==> src/timer16_cfg.svh <==
/*
  Constants of the 16-bit timer waveform block: register offsets, field
  positions, reset values, fixed TOP values and mode numbers.
  Assumes it is included once per compilation unit by its bare name.
*/
`ifndef TIMER16_CFG_SVH
`define TIMER16_CFG_SVH

// ----------------------------------------------------------------
// Register byte offsets
// ----------------------------------------------------------------
`define OFS_CONTROL_A   12'h000
`define OFS_CONTROL_B   12'h004
`define OFS_COMPARE_A   12'h008
`define OFS_COMPARE_B   12'h00C
`define OFS_CAPTURE     12'h010
`define OFS_COUNTER     12'h014
`define OFS_STATUS      12'h018
`define OFS_MASK        12'h01C
`define OFS_PORT        12'h020

// ----------------------------------------------------------------
// Field positions
// ----------------------------------------------------------------
`define CA_MODE_A_HI    7
`define CA_MODE_A_LO    6
`define CA_MODE_B_HI    5
`define CA_MODE_B_LO    4
`define CA_WAVE_HI      1
`define CA_WAVE_LO      0
`define CA_IMPL_MASK    8'hF3
`define CB_WAVE_HI      4
`define CB_WAVE_LO      3
`define CB_RUN          0
`define CB_IMPL_MASK    8'h19
`define ST_OVERFLOW     0
`define ST_MATCH_A      1
`define ST_MATCH_B      2
`define ST_WIDTH        3
`define PT_DIR_A        0
`define PT_DIR_B        1
`define PT_DATA_A       2
`define PT_DATA_B       3

// ----------------------------------------------------------------
// Reset values
// ----------------------------------------------------------------
`define RST_BYTE        8'h00
`define RST_WORD        16'h0000

// ----------------------------------------------------------------
// Counter limits
// ----------------------------------------------------------------
`define CNT_BOTTOM      16'h0000
`define CNT_MAX         16'hFFFF
`define TOP_8BIT        16'h00FF
`define TOP_9BIT        16'h01FF
`define TOP_10BIT       16'h03FF

// ----------------------------------------------------------------
// Waveform mode numbers
// ----------------------------------------------------------------
`define WM_NORMAL       4'h0
`define WM_PC8          4'h1
`define WM_PC9          4'h2
`define WM_PC10         4'h3
`define WM_CTC_OCR      4'h4
`define WM_FAST8        4'h5
`define WM_FAST9        4'h6
`define WM_FAST10       4'h7
`define WM_PFC_ICR      4'h8
`define WM_PFC_OCR      4'h9
`define WM_PC_ICR       4'hA
`define WM_PC_OCR       4'hB
`define WM_CTC_ICR      4'hC
`define WM_RESERVED     4'hD
`define WM_FAST_ICR     4'hE
`define WM_FAST_OCR     4'hF

`endif

==> src/timer16_pkg.sv <==
/*
  Types shared by the timer waveform block.
  Assumes nothing of its surroundings.
*/
package timer16_pkg;

  // Waveform family picked by the 4-bit mode
  typedef enum logic [1:0] {
    CLASS_PLAIN = 2'h0,
    CLASS_FAST  = 2'h1,
    CLASS_DUAL  = 2'h3
  } wave_class_e;

  // Count direction of the dual-slope sequence
  typedef enum logic {
    DIR_UP   = 1'b0,
    DIR_DOWN = 1'b1
  } count_dir_e;

endpackage

==> src/compare_out_unit.sv <==
/*
  One compare output channel: holds the compare output level and
  decides, from the family and the output mode field, how it reacts to
  a match and to TOP.
  Assumes match and TOP strobes are one-cycle pulses on pclk and tick is a clock enable.
*/
`timescale 1ns/1ns
`include "timer16_cfg.svh"

module compare_out_unit
  import timer16_pkg::*;
(
  // Clock and reset
  input  wire logic        pclk,
  input  wire logic        presetn,
  // Mode
  input  wire wave_class_e wave_class,
  input  wire logic        toggle_allowed,
  input  wire logic [1:0]  out_mode,
  // Counter events
  input  wire logic        tick,
  input  wire logic        match,
  input  wire logic        at_top,
  input  wire logic        ocr_is_top,
  input  wire count_dir_e  dir,
  // Result
  output logic             level
);

  logic level_next;

  always_comb
  begin
    level_next = level;
    case (wave_class)
      CLASS_PLAIN:
      begin
        if (match)
        begin
          case (out_mode)
            2'h1:    level_next = ~level;
            2'h2:    level_next = 1'b0;
            2'h3:    level_next = 1'b1;
            default: level_next = level;
          endcase
        end
      end
      CLASS_FAST:
      begin
        if (out_mode == 2'h1)
        begin
          if (match && toggle_allowed)
            level_next = ~level;
        end
        else if (out_mode[1])
        begin
          // Match equal to TOP is dropped so only the TOP action shows
          if (at_top)
            level_next = ~out_mode[0];
          else if (match && !ocr_is_top)
            level_next = out_mode[0];
        end
      end
      CLASS_DUAL:
      begin
        if (match)
        begin
          if (out_mode == 2'h1)
          begin
            if (toggle_allowed)
              level_next = ~level;
          end
          else if (out_mode[1])
          begin
            if (dir == DIR_UP)
              level_next = out_mode[0];
            else
              level_next = ~out_mode[0];
          end
        end
      end
      default: level_next = level;
    endcase
  end

  always_ff @(posedge pclk or negedge presetn)
  begin
    if (!presetn)
      level <= 1'b0;
    else if (tick)
      level <= level_next;
  end

endmodule

==> src/timer16_waveform.sv <==
/*
  16-bit timer waveform block: APB register file, waveform mode decode,
  counter with single and dual slope sequences, double-buffered compare
  registers, two compare output channels driving port pins, overflow and
  match flags with a masked level interrupt.
  Assumes an APB master on pclk and output-only port pins whose enable is
  active low.
*/
// Chosen here: the APB slave port and the register offsets.
// Operation
// - Nonzero A mode field routes A to pin; here 01 routes A only where A may toggle
// - Nonzero B mode field routes B to pin; here 01 routes B only in plain modes
// - Pin driven only when direction bit set
// - Output field meaning depends on waveform family
// - Plain modes: off, toggle, clear, set
// - Fast 01 toggles A only in 14, 15
// - Fast: 10 clear-match/set-top, 11 inverse
// - Fast: match at TOP ignored, TOP acts
// - Dual 01 toggles A only in 8-11
// - Dual 10 clears up, sets down; 11 inverse
// - Mode is low two plus high two bits
// - Mode 0 normal, TOP 0xFFFF, flag MAX
// - Modes 4, 12 clear on match; 13 reserved
// - Modes 1-3, 10, 11 phase correct PWM
// - Modes 8, 9 update and flag at BOTTOM
// - Dual slope: up, hold TOP, down; here TOP lasts one tick like any count
`timescale 1ns/1ns
`include "timer16_cfg.svh"

module timer16_waveform
  import timer16_pkg::*;
(
  // Clock and reset
  input  wire logic        pclk,
  input  wire logic        presetn,
  // APB slave
  input  wire logic        psel,
  input  wire logic        penable,
  input  wire logic        pwrite,
  input  wire logic [11:0] paddr,
  input  wire logic [31:0] pwdata,
  output logic      [31:0] prdata,
  output logic             pready,
  output logic             pslverr,
  // Compare output pins
  output logic             pin_a_out,
  output logic             pin_a_oe_n,
  output logic             pin_b_out,
  output logic             pin_b_oe_n,
  // Interrupt
  output logic             irq
);

  // ----------------------------------------------------------------
  // Registers
  // ----------------------------------------------------------------
  logic [7:0]  timer16_control_a_reg;
  logic [7:0]  timer16_control_b_reg;
  logic [15:0] compare_buf_a_reg;
  logic [15:0] compare_buf_b_reg;
  logic [15:0] compare_reg_a;
  logic [15:0] compare_reg_b;
  logic [15:0] capture_reg;
  logic [15:0] count_reg;
  count_dir_e  dir_reg;
  logic [`ST_WIDTH-1:0] status_reg;
  logic [`ST_WIDTH-1:0] mask_reg;
  logic [3:0]  port_reg;

  // ----------------------------------------------------------------
  // APB access
  // ----------------------------------------------------------------
  logic        access;
  logic        wr_en;
  logic        mapped;
  logic [31:0] rd_mux;

  // One wait state so that pready and prdata both leave flip-flops
  assign access = psel && penable && !pready;
  assign wr_en  = psel && penable && pready && pwrite && !pslverr;

  always_comb
  begin
    mapped = 1'b1;
    rd_mux = 32'h0000_0000;
    case (paddr)
      `OFS_CONTROL_A: rd_mux = {24'h000000, timer16_control_a_reg};
      `OFS_CONTROL_B: rd_mux = {24'h000000, timer16_control_b_reg};
      `OFS_COMPARE_A: rd_mux = {16'h0000, compare_buf_a_reg};
      `OFS_COMPARE_B: rd_mux = {16'h0000, compare_buf_b_reg};
      `OFS_CAPTURE:   rd_mux = {16'h0000, capture_reg};
      `OFS_COUNTER:   rd_mux = {16'h0000, count_reg};
      `OFS_STATUS:    rd_mux = {29'h00000000, status_reg};
      `OFS_MASK:      rd_mux = {29'h00000000, mask_reg};
      `OFS_PORT:      rd_mux = {28'h0000000, port_reg};
      default:        mapped = 1'b0;
    endcase
  end

  always_ff @(posedge pclk or negedge presetn)
  begin
    if (!presetn)
    begin
      pready  <= 1'b0;
      pslverr <= 1'b0;
      prdata  <= 32'h0000_0000;
    end
    else
    begin
      pready  <= access;
      pslverr <= access && !mapped;
      if (access && !pwrite)
        prdata <= rd_mux;
    end
  end

  // ----------------------------------------------------------------
  // Control registers
  // ----------------------------------------------------------------
  always_ff @(posedge pclk or negedge presetn)
  begin
    if (!presetn)
    begin
      timer16_control_a_reg <= `RST_BYTE;
      timer16_control_b_reg <= `RST_BYTE;
      capture_reg           <= `RST_WORD;
      mask_reg              <= '0;
      port_reg              <= '0;
    end
    else if (wr_en)
    begin
      case (paddr)
        `OFS_CONTROL_A:
          timer16_control_a_reg <= pwdata[7:0] & `CA_IMPL_MASK;
        `OFS_CONTROL_B:
          timer16_control_b_reg <= pwdata[7:0] & `CB_IMPL_MASK;
        `OFS_CAPTURE: capture_reg <= pwdata[15:0];
        `OFS_MASK:    mask_reg    <= pwdata[`ST_WIDTH-1:0];
        `OFS_PORT:    port_reg    <= pwdata[3:0];
        default:      port_reg    <= port_reg;
      endcase
    end
  end

  // ----------------------------------------------------------------
  // Mode decode
  // ----------------------------------------------------------------
  logic [3:0]  waveform_mode;
  wave_class_e wave_class;
  logic [15:0] top_value;
  logic        update_at_top;
  logic        update_at_bottom;

  assign waveform_mode =
    {timer16_control_b_reg[`CB_WAVE_HI:`CB_WAVE_LO],
     timer16_control_a_reg[`CA_WAVE_HI:`CA_WAVE_LO]};

  always_comb
  begin
    wave_class       = CLASS_PLAIN;
    top_value        = `CNT_MAX;
    update_at_top    = 1'b0;
    update_at_bottom = 1'b0;
    case (waveform_mode)
      `WM_NORMAL:   top_value = `CNT_MAX;
      `WM_CTC_OCR:  top_value = compare_reg_a;
      `WM_CTC_ICR:  top_value = capture_reg;
      `WM_RESERVED: top_value = `CNT_MAX;
      `WM_PC8, `WM_PC9, `WM_PC10:
      begin
        wave_class    = CLASS_DUAL;
        update_at_top = 1'b1;
        top_value     = (waveform_mode == `WM_PC8) ? `TOP_8BIT :
                        (waveform_mode == `WM_PC9) ? `TOP_9BIT :
                        `TOP_10BIT;
      end
      `WM_PC_ICR, `WM_PC_OCR:
      begin
        wave_class    = CLASS_DUAL;
        update_at_top = 1'b1;
        top_value     = waveform_mode[0] ? compare_reg_a : capture_reg;
      end
      `WM_PFC_ICR, `WM_PFC_OCR:
      begin
        wave_class       = CLASS_DUAL;
        update_at_bottom = 1'b1;
        top_value        = waveform_mode[0] ? compare_reg_a : capture_reg;
      end
      `WM_FAST8, `WM_FAST9, `WM_FAST10:
      begin
        wave_class    = CLASS_FAST;
        update_at_top = 1'b1;
        top_value     = (waveform_mode == `WM_FAST8) ? `TOP_8BIT :
                        (waveform_mode == `WM_FAST9) ? `TOP_9BIT :
                        `TOP_10BIT;
      end
      `WM_FAST_ICR, `WM_FAST_OCR:
      begin
        wave_class    = CLASS_FAST;
        update_at_top = 1'b1;
        top_value     = waveform_mode[0] ? compare_reg_a : capture_reg;
      end
      default: top_value = `CNT_MAX;
    endcase
  end

  // ----------------------------------------------------------------
  // Counter
  // ----------------------------------------------------------------
  logic tick;
  logic at_top;
  logic at_bottom;
  logic at_max;
  logic match_a;
  logic match_b;

  // Timer clock enable; undivided here, so a tick is every running cycle
  assign tick      = timer16_control_b_reg[`CB_RUN];
  assign at_top    = tick && (count_reg == top_value);
  assign at_bottom = tick && (count_reg == `CNT_BOTTOM);
  assign at_max    = tick && (count_reg == `CNT_MAX);
  assign match_a   = tick && (count_reg == compare_reg_a);
  assign match_b   = tick && (count_reg == compare_reg_b);

  always_ff @(posedge pclk or negedge presetn)
  begin
    if (!presetn)
    begin
      count_reg <= `CNT_BOTTOM;
      dir_reg   <= DIR_UP;
    end
    else if (wr_en && paddr == `OFS_COUNTER)
      count_reg <= pwdata[15:0];
    else if (tick)
    begin
      case (wave_class)
        CLASS_DUAL:
        begin
          // TOP and BOTTOM each last one tick before the turn
          if (dir_reg == DIR_UP && count_reg >= top_value)
          begin
            dir_reg   <= DIR_DOWN;
            count_reg <= count_reg - 16'h0001;
          end
          else if (dir_reg == DIR_DOWN && count_reg == `CNT_BOTTOM)
          begin
            dir_reg   <= DIR_UP;
            count_reg <= count_reg + 16'h0001;
          end
          else if (dir_reg == DIR_UP)
            count_reg <= count_reg + 16'h0001;
          else
            count_reg <= count_reg - 16'h0001;
        end
        default:
        begin
          dir_reg <= DIR_UP;
          if (count_reg == top_value)
            count_reg <= `CNT_BOTTOM;
          else
            count_reg <= count_reg + 16'h0001;
        end
      endcase
    end
  end

  // ----------------------------------------------------------------
  // Compare registers, double buffered in PWM families
  // ----------------------------------------------------------------
  logic load_now;

  assign load_now = (update_at_top && at_top) ||
                    (update_at_bottom && at_bottom) ||
                    (!update_at_top && !update_at_bottom);

  always_ff @(posedge pclk or negedge presetn)
  begin
    if (!presetn)
    begin
      compare_buf_a_reg <= `RST_WORD;
      compare_buf_b_reg <= `RST_WORD;
    end
    else if (wr_en && paddr == `OFS_COMPARE_A)
      compare_buf_a_reg <= pwdata[15:0];
    else if (wr_en && paddr == `OFS_COMPARE_B)
      compare_buf_b_reg <= pwdata[15:0];
  end

  always_ff @(posedge pclk or negedge presetn)
  begin
    if (!presetn)
    begin
      compare_reg_a <= `RST_WORD;
      compare_reg_b <= `RST_WORD;
    end
    else if (load_now)
    begin
      compare_reg_a <= compare_buf_a_reg;
      compare_reg_b <= compare_buf_b_reg;
    end
  end

  // ----------------------------------------------------------------
  // Compare output channels
  // ----------------------------------------------------------------
  logic level_a;
  logic level_b;
  logic toggle_a_ok;

  // Only channel A may toggle in PWM families, and only with a
  // register-defined TOP
  assign toggle_a_ok =
    (wave_class == CLASS_PLAIN) ||
    (waveform_mode == `WM_FAST_ICR) || (waveform_mode == `WM_FAST_OCR) ||
    (waveform_mode >= `WM_PFC_ICR && waveform_mode <= `WM_PC_OCR);

  compare_out_unit chan_a_unit (
    .pclk           (pclk),
    .presetn        (presetn),
    .wave_class     (wave_class),
    .toggle_allowed (toggle_a_ok),
    .out_mode       (timer16_control_a_reg[`CA_MODE_A_HI:`CA_MODE_A_LO]),
    .tick           (tick),
    .match          (match_a),
    .at_top         (at_top),
    .ocr_is_top     (compare_reg_a == top_value),
    .dir            (dir_reg),
    .level          (level_a)
  );

  compare_out_unit chan_b_unit (
    .pclk           (pclk),
    .presetn        (presetn),
    .wave_class     (wave_class),
    .toggle_allowed (wave_class == CLASS_PLAIN),
    .out_mode       (timer16_control_a_reg[`CA_MODE_B_HI:`CA_MODE_B_LO]),
    .tick           (tick),
    .match          (match_b),
    .at_top         (at_top),
    .ocr_is_top     (compare_reg_b == top_value),
    .dir            (dir_reg),
    .level          (level_b)
  );

  // ----------------------------------------------------------------
  // Pin drivers
  // ----------------------------------------------------------------
  logic conn_a;
  logic conn_b;

  // A 01 field that cannot toggle here leaves the port in charge
  assign conn_a = timer16_control_a_reg[`CA_MODE_A_HI] ||
                  (timer16_control_a_reg[`CA_MODE_A_LO] && toggle_a_ok);
  assign conn_b = timer16_control_a_reg[`CA_MODE_B_HI] ||
                  (timer16_control_a_reg[`CA_MODE_B_LO] &&
                   wave_class == CLASS_PLAIN);

  always_ff @(posedge pclk or negedge presetn)
  begin
    if (!presetn)
    begin
      pin_a_out  <= 1'b0;
      pin_b_out  <= 1'b0;
      pin_a_oe_n <= 1'b1;
      pin_b_oe_n <= 1'b1;
    end
    else
    begin
      pin_a_out  <= conn_a ? level_a : port_reg[`PT_DATA_A];
      pin_b_out  <= conn_b ? level_b : port_reg[`PT_DATA_B];
      pin_a_oe_n <= !port_reg[`PT_DIR_A];
      pin_b_oe_n <= !port_reg[`PT_DIR_B];
    end
  end

  // ----------------------------------------------------------------
  // Flags and interrupt
  // ----------------------------------------------------------------
  logic                 ovf_event;
  logic [`ST_WIDTH-1:0] set_bits;
  logic [`ST_WIDTH-1:0] clr_bits;

  always_comb
  begin
    case (wave_class)
      CLASS_FAST: ovf_event = at_top;
      CLASS_DUAL: ovf_event = at_bottom && dir_reg == DIR_DOWN;
      default:    ovf_event = at_max;
    endcase
  end

  assign set_bits = {match_b, match_a, ovf_event};
  assign clr_bits = (wr_en && paddr == `OFS_STATUS) ?
                    pwdata[`ST_WIDTH-1:0] : '0;

  // A flag raised in the cycle of its clear survives
  always_ff @(posedge pclk or negedge presetn)
  begin
    if (!presetn)
      status_reg <= '0;
    else
      status_reg <= (status_reg & ~clr_bits) | set_bits;
  end

  always_ff @(posedge pclk or negedge presetn)
  begin
    if (!presetn)
      irq <= 1'b0;
    else
      irq <= |(((status_reg & ~clr_bits) | set_bits) & mask_reg);
  end

endmodule

==> config.mk <==
export PLATFORM = sky130hd
export DESIGN_NAME = timer16_waveform
export DESIGN_NICKNAME = d
export VERILOG_FILES = /design/src/timer16_pkg.sv /design/src/compare_out_unit.sv /design/src/timer16_waveform.sv
export VERILOG_INCLUDE_DIRS = /design/src
export SDC_FILE = /design/constraint.sdc
export NUM_CORES = 1
export LEC_CHECK = 0
export BUFFER_PORTS_ARGS = -buffer_cell sky130_fd_sc_hd__buf_4
export CAP_MARGIN = 10
export CORE_MARGIN = 4
export CORE_UTILIZATION = 30
export DETAILED_ROUTE_END_ITERATION = 10
export SETUP_SLACK_MARGIN = 0.15
export SLEW_MARGIN = 40
export SYNTH_ARGS = -nofsm -noshare
export SYNTH_HDL_FRONTEND = slang
export SYNTH_SLANG_ARGS = --single-unit
export TNS_END_PERCENT = 30
==> constraint.sdc <==
create_clock -name pclk -period 5.95 [get_ports pclk]
set_input_delay 0.2975 -clock pclk [delete_from_list [all_inputs] [get_ports pclk]]
set_output_delay 0.2975 -clock pclk [all_outputs]
set_load 0.02 [all_outputs]
# Yosys cells after proc, flatten, opt, wreduce, memory -nomap -nowiden
# Index checks and enable logic that the tools add are counted.
[classes]
add_sub_neg = 2
n_lt_le_gt_ge = 3
eq_ne = 54
muxes = 50
bitwise = 11
n_reduce_logical = 71
[ops]
columns = ["cell", "count"]
rows = [
  ["16-bit one-hot mux with 9 select lines", 1],
  ["16-bit 2-to-1 mux", 8],
  ["16-bit one-hot mux with 6 select lines", 1],
  ["16-bit == test", 5],
  ["12-bit by 5-bit == test with 1-bit output (second input constant)", 4],
  ["10-bit 2-to-1 mux", 4],
  ["4-bit == test (second input constant)", 8],
  ["1-bit logical AND", 29],
  ["1-bit 2-to-1 mux", 29],
  ["12-bit by 4-bit == test with 1-bit output (second input constant)", 2],
  ["10-bit AND reduction", 2],
  ["3-bit by 2-bit != test with 1-bit output (second input constant)", 6],
  ["16-bit by 1-bit adder with 16-bit output (second input constant)", 1],
  ["16-bit == test (second input constant)", 1],
  ["4-bit by 3-bit == test with 1-bit output (second input constant)", 4],
  ["16-bit >= comparator", 1],
  ["16-bit logical NOT", 1],
  ["16-bit by 1-bit subtractor with 16-bit output (second input constant)", 1],
  ["12-bit by 3-bit == test with 1-bit output (second input constant)", 1],
  ["12-bit by 6-bit == test with 1-bit output (second input constant)", 1],
  ["12-bit logical NOT", 1],
  ["1-bit one-hot mux with 3 select lines", 4],
  ["2-bit AND reduction", 6],
  ["2-bit == test (second input constant)", 5],
  ["31 further kinds", 65],
]
[totals]
regBits = 157
input_bits = 49
output_inout_bits = 39
word_cells = 213

# Depth between registers and ports, before layout
[depth]
word_depth = 12
mapped_depth = 16

# Modules after synthesis
# A second synthesis with hierarchy kept.
[unflattened]
hier_cells = 958
area_unflattened_um2 = 9135.0
[modules_own_cells]
columns = ["mod", "n_inst", "cells_per_inst", "area_each_um2"]
rows = [
  ["timer16_waveform", 1, 914, 8739.6],
  ["compare_out_unit", 2, 22, 197.7],
]

# Worst setup path after synthesis
# OpenSTA, ideal clock, no wires.
[synth_timing]
kind = "register to register"
from = "register timer16_control_a_reg[0]"
to = "register count_reg[14]"
setup_time_ns = 0.124
t_arrival_ns = 3.294
required_time_ns = 5.826
setup_slack_ns = 2.532
stages_incl_launch_ff = 16
n_path_buf = 3
cell_sequence = "dfrtp_1 -> buf_6 -> buf_2 -> buf_2 -> nor2_1 -> o21ai_0 -> o31ai_2 -> ha_1 -> nand2_1 -> nor4_4 -> a32oi_1 -> and2_1 -> or4_1 -> o21ai_1 -> mux2i_1 -> a211o_1"
[synth_via]
elab_chain_len = 10
word_cells_on_any_way = 38
[synth_rtl]
columns = ["item", "line_no", "rtl"]
rows = [
  ["from (decl)", "timer16_waveform.sv:57", "logic [7:0] timer16_control_a_reg;"],
  ["from (signal assigned)", "timer16_waveform.sv:124", "timer16_control_a_reg <= `RST_BYTE;"],
  ["from (signal assigned)", "timer16_waveform.sv:134", "timer16_control_a_reg <= pwdata[7:0] & `CA_IMPL_MASK;"],
  ["4-bit by 3-bit == test with 1-bit output / 4-bit by 2-bit == test with 1-bit output (equally long branches)", "timer16_waveform.sv:164", "case (waveform_mode)"],
  ["10-bit 2-to-1 mux (no source line) (2 in series)", "--", ""],
  ["16-bit one-hot mux with 6 select lines", "timer16_waveform.sv:164", ""],
  ["16-bit >= comparator", "timer16_waveform.sv:240", "if (dir_reg == DIR_UP && count_reg >= top_value)"],
  ["1-bit logical AND", "timer16_waveform.sv:240", ""],
  ["16-bit 2-to-1 mux", "timer16_waveform.sv:240", ""],
  ["16-bit 2-to-1 mux *", "timer16_waveform.sv:236", "case (wave_class)"],
  ["16-bit 2-to-1 mux *", "timer16_waveform.sv:234", "else if (tick)"],
  ["16-bit 2-to-1 mux *", "timer16_waveform.sv:232", "else if (wr_en && paddr == `OFS_COUNTER)"],
  ["to (signal assigned)", "timer16_waveform.sv:233", "count_reg <= pwdata[15:0];"],
  ["to (signal assigned)", "timer16_waveform.sv:243", "count_reg <= count_reg - 16'h0001;"],
  ["to (signal assigned)", "timer16_waveform.sv:248", "count_reg <= count_reg + 16'h0001;"],
  ["to (decl)", "timer16_waveform.sv:64", "logic [15:0] count_reg;"],
]
# Every way passes the cells marked *; elsewhere a longest branch is shown, timed or not. The select of a mux whose other input is x is not followed.
# A chain may end at the register's enable or synchronous reset.

# Final worst setup path
[layout_timing]
from = "register timer16_control_a_reg[0]"
to = "register count_reg[12]"
# Same word-level chain as after synthesis.

==> impl_results.md <==
* Die span in x at 183 um
* 1st-pass router iterations at 5
* Clock insertion delay at the later pin of the skew report at 430 ps
* Detailed-route via count at 7941
* Max Clock Freq at 0.225 GHz
* Result of the run: finished clean
* Type of element launching the critical path: flip-flop
* Setup-failing EPs final at 0
* Share of the clock period used by the worst path after layout at 0.748
* Pwr per Cell Area at 247 nW/um^2
* First-pass GRT wire length at 46800 um
* Clock transition at the registers of the reported paths at 60 ps
* Finished Core Util at 0.351
* Nets@finish at 1073
* WP data arrival at 4760 ps
* Buffer cell driving the clock tree root: clkbuf_16
* FF-to-FF Start: timer16_control_a_reg[0]$_DFFE_PN0P_
* Number of register bits inferred by synthesis at 141
* Number of rows created at floorplan at 63
* Initial cell density of the core at 0.307
* Post-Synthesis Cell Area at 9180 um^2
* TritonCTS buffer count at 17
* Share of final-layout standard cells stronger than drive strength 1 at 0.224
* Setup repair after global routing missed its margin: no
* Type of the setup path with the least slack: reg2reg
* Number of top-level pins at 88
* Worst clock skew on the final layout at 10.4 ps
* Routed wire per std cell at 21.5 um
* Most common cell in the synthesized netlist: dfrtp_1
* Yosys top cell area share at 0.379
* Largest cells by area after synthesis: dfrtp_1 (38%), mux2_2 (12%), nand2_1 (3.1%)
* Yosys warning total at 0
* Number of maximum-capacitance violations at 0
* Drt initial violations at 764
* N_diodes at 0
* Quantity of I/O buffers inserted on ports at 55
* Floorplan die height at 183 um
* Post-CTS sizing at 0
* Worst-margin pin slew at 803 ps
* Most frequent cells after synthesis: dfrtp_1 (139), mux2_2 (96), nand2_1 (77)
* Seq/Total Area, Yosys at 0.385
* Cell count after synthesis at 977
* Maximum resistive drop on vdd at 186 uV
* Worst Min Path Start: pwdata[12]
* RD Place Congestion at 0.952
* Fill cell total of the finished layout at 3030
* GRT Util Overall at 0.181
* Post-route minimum period at 4450 ps
* Layout overhead on the synthesized area at 14.1%
* Post-synthesis area per instance at 9.39 um^2
* Register-to-Register Path Depth at 14
* Setup crit end: count_reg[12]$_DFFE_PN0P_
* Number of buffers on the longest clock path at 2
* Count of final hold-check violations at 0
* Final HPWL from detailed placement at 22000 um
* Class of the tightest hold or removal check: in2reg
* Antenna violations before repair at 0
* Number of nets with antenna violations after detailed routing at 0
* Maximum number of pins on one net before global-route repair at 74
* Clock tree from TritonCTS: built
* Distinct cell type count of the synthesized netlist at 78
* Leakage dissipation at 4.58 nW
* Kind of end point of the critical path: flip-flop
* Share of async-settable or async-resettable flops after synthesis at 1.00
* Core Box Area at 29900 um^2
* Post-synth EDFFs at 0
* Die ar. at 33500 um^2
* Total count of max-transition violations in the final report at 0
* Dominant cell type by area after synthesis: dfrtp_1
* Number of remaining DRC errors at 0
* Number of sinks on the clock net at 141
* Via count of the first global-routing pass at 7791
* Overflow left after global routing at 0
* Reg-to-reg endpoint: count_reg[12]$_DFFE_PN0P_
* Main flop type after synthesis: dfrtp_1
* Total detailed-routing wirelength at 30300 um
* Reg2Reg Setup Slack at 1500 ps
* Setup TNS at 0 ps
* Top fanout value on the critical path at 30
* First element of the critical path: timer16_control_a_reg[0]$_DFFE_PN0P_
* Worst-case headroom to the max-slew limit at 0.461
* CTS H-Tree Depth at 4
* Data required time at the worst endpoint at 6260 ps
* Number of vias per cell after detailed routing at 5.64
==> power breakdown <==
group	leakage, nW	internal (mW)	total (mW)	switching (mW)
registers	1.86	1.00	1.15	0.145
logic	2.45	0.180	0.416	0.236
clock network	0.276	0.607	1.02	0.415
==> metal layers <==
metal | vias up | global-route usage | routed length (um)
met3 | 41 | 0.0337 | 1860
met4 | 0 | 0.0635 | 856
met1 | 3979 | 0.249 | 13500
li1 | 3621 | - | -
met2 | 300 | 0.287 | 14100
met5 | - | 0 | 0
==> per-stage QoR <==
stage	hold slack [ps]	power (mW)	instances	area [um^2]	setup slack, ps
final	139	2.59	1408	10500	1500
after floorplan	1.91	1.40	992	9240	2530
after global routing	133	2.70	1408	10500	1240
after detailed placement	367	1.57	1375	9900	1590
after global placement	369	1.57	1375	9870	1610
after CTS	116	2.60	1408	10500	1570
==> area by class of cell <==
cell class              instances  area [um^2]  area share
multi-input cells             745         5240       0.500
flip-flops and latches        141         3530       0.337
repair buffers                 71          543      0.0518
well taps                     390          488      0.0466
clock buffers                  22          474      0.0453
inverters                      29          109      0.0104
clock inverters                10         91.3     0.00872
==> critical path, cell delays in order, from the launching register on <==
cell and delay (ps):
dfrtp_1 820, buf_4 440, nor2_4 110, nand2_2 210
nor2_1 80, a21oi_1 210, ha_1 280, nand2b_1 150
a2111o_1 420, a32oi_1 340, nand2_1 160, nand2_1 440
mux2i_1 310, mux2i_1 110, a211o_1 260
==> worst min-delay path by stage <==
stage | to | cells after the start
floorplan | capture_reg[0]$_DFFE_PN0P_ | 0
global placement | irq$_DFF_PN0_ | 1
detailed placement | pready$_DFF_PN0_ | 1
CTS | count_reg[9]$_DFFE_PN0P_ | 2
global route | count_reg[9]$_DFFE_PN0P_ | 2
finish | count_reg[12]$_DFFE_PN0P_ | 2
==> cells in the final DEF, fill, tap and decap left out, types with 9 or more instances in the layout <==
cell type	synthesis	layout
dfrtp_1	139	139
mux2_2	96	96
nand2_1	77	77
buf_4	16	68
nor2_1	58	56
o21ai_0	51	51
a21oi_1	47	47
inv_1	29	29
nand3_1	28	28
xor2_1	23	23
a22oi_1	23	23
nor3_1	21	20
a31oi_1	20	20
xnor2_1	20	20
ha_1	19	19
nand2b_1	18	18
mux2i_1	17	17
clkbuf_16	0	17
o22ai_1	16	16
conb_1	1	16
nor4_1	15	14
nor2b_1	12	12
nand4_1	12	12
a221oi_1	10	10
a22o_1	9	9
==> repair_timing <==
item | in CTS | in global routing
endpoints found under the setup margin | 0 | 0
hold endpoints to repair | 70 | 0
hold buffers | 1 | 0
buffers inserted | 0 | 0
==> kinds of logic after synthesis <==
| logic type | after synthesis | synth area share |
|---|---|---|
| buffers and inverters | 106 | 0.0555 |
| flip-flops | 141 | 0.385 |
| multiplexers | 114 | 0.138 |
| other | 1 | 0.000409 |
| XOR/XNOR | 43 | 0.0410 |
| AO/OA/AOI/OAI | 248 | 0.180 |
| AND/OR/NAND/NOR | 305 | 0.175 |
| adder cells (fa/ha/maj) | 19 | 0.0259 |
(Power assumes the default switching activity.)
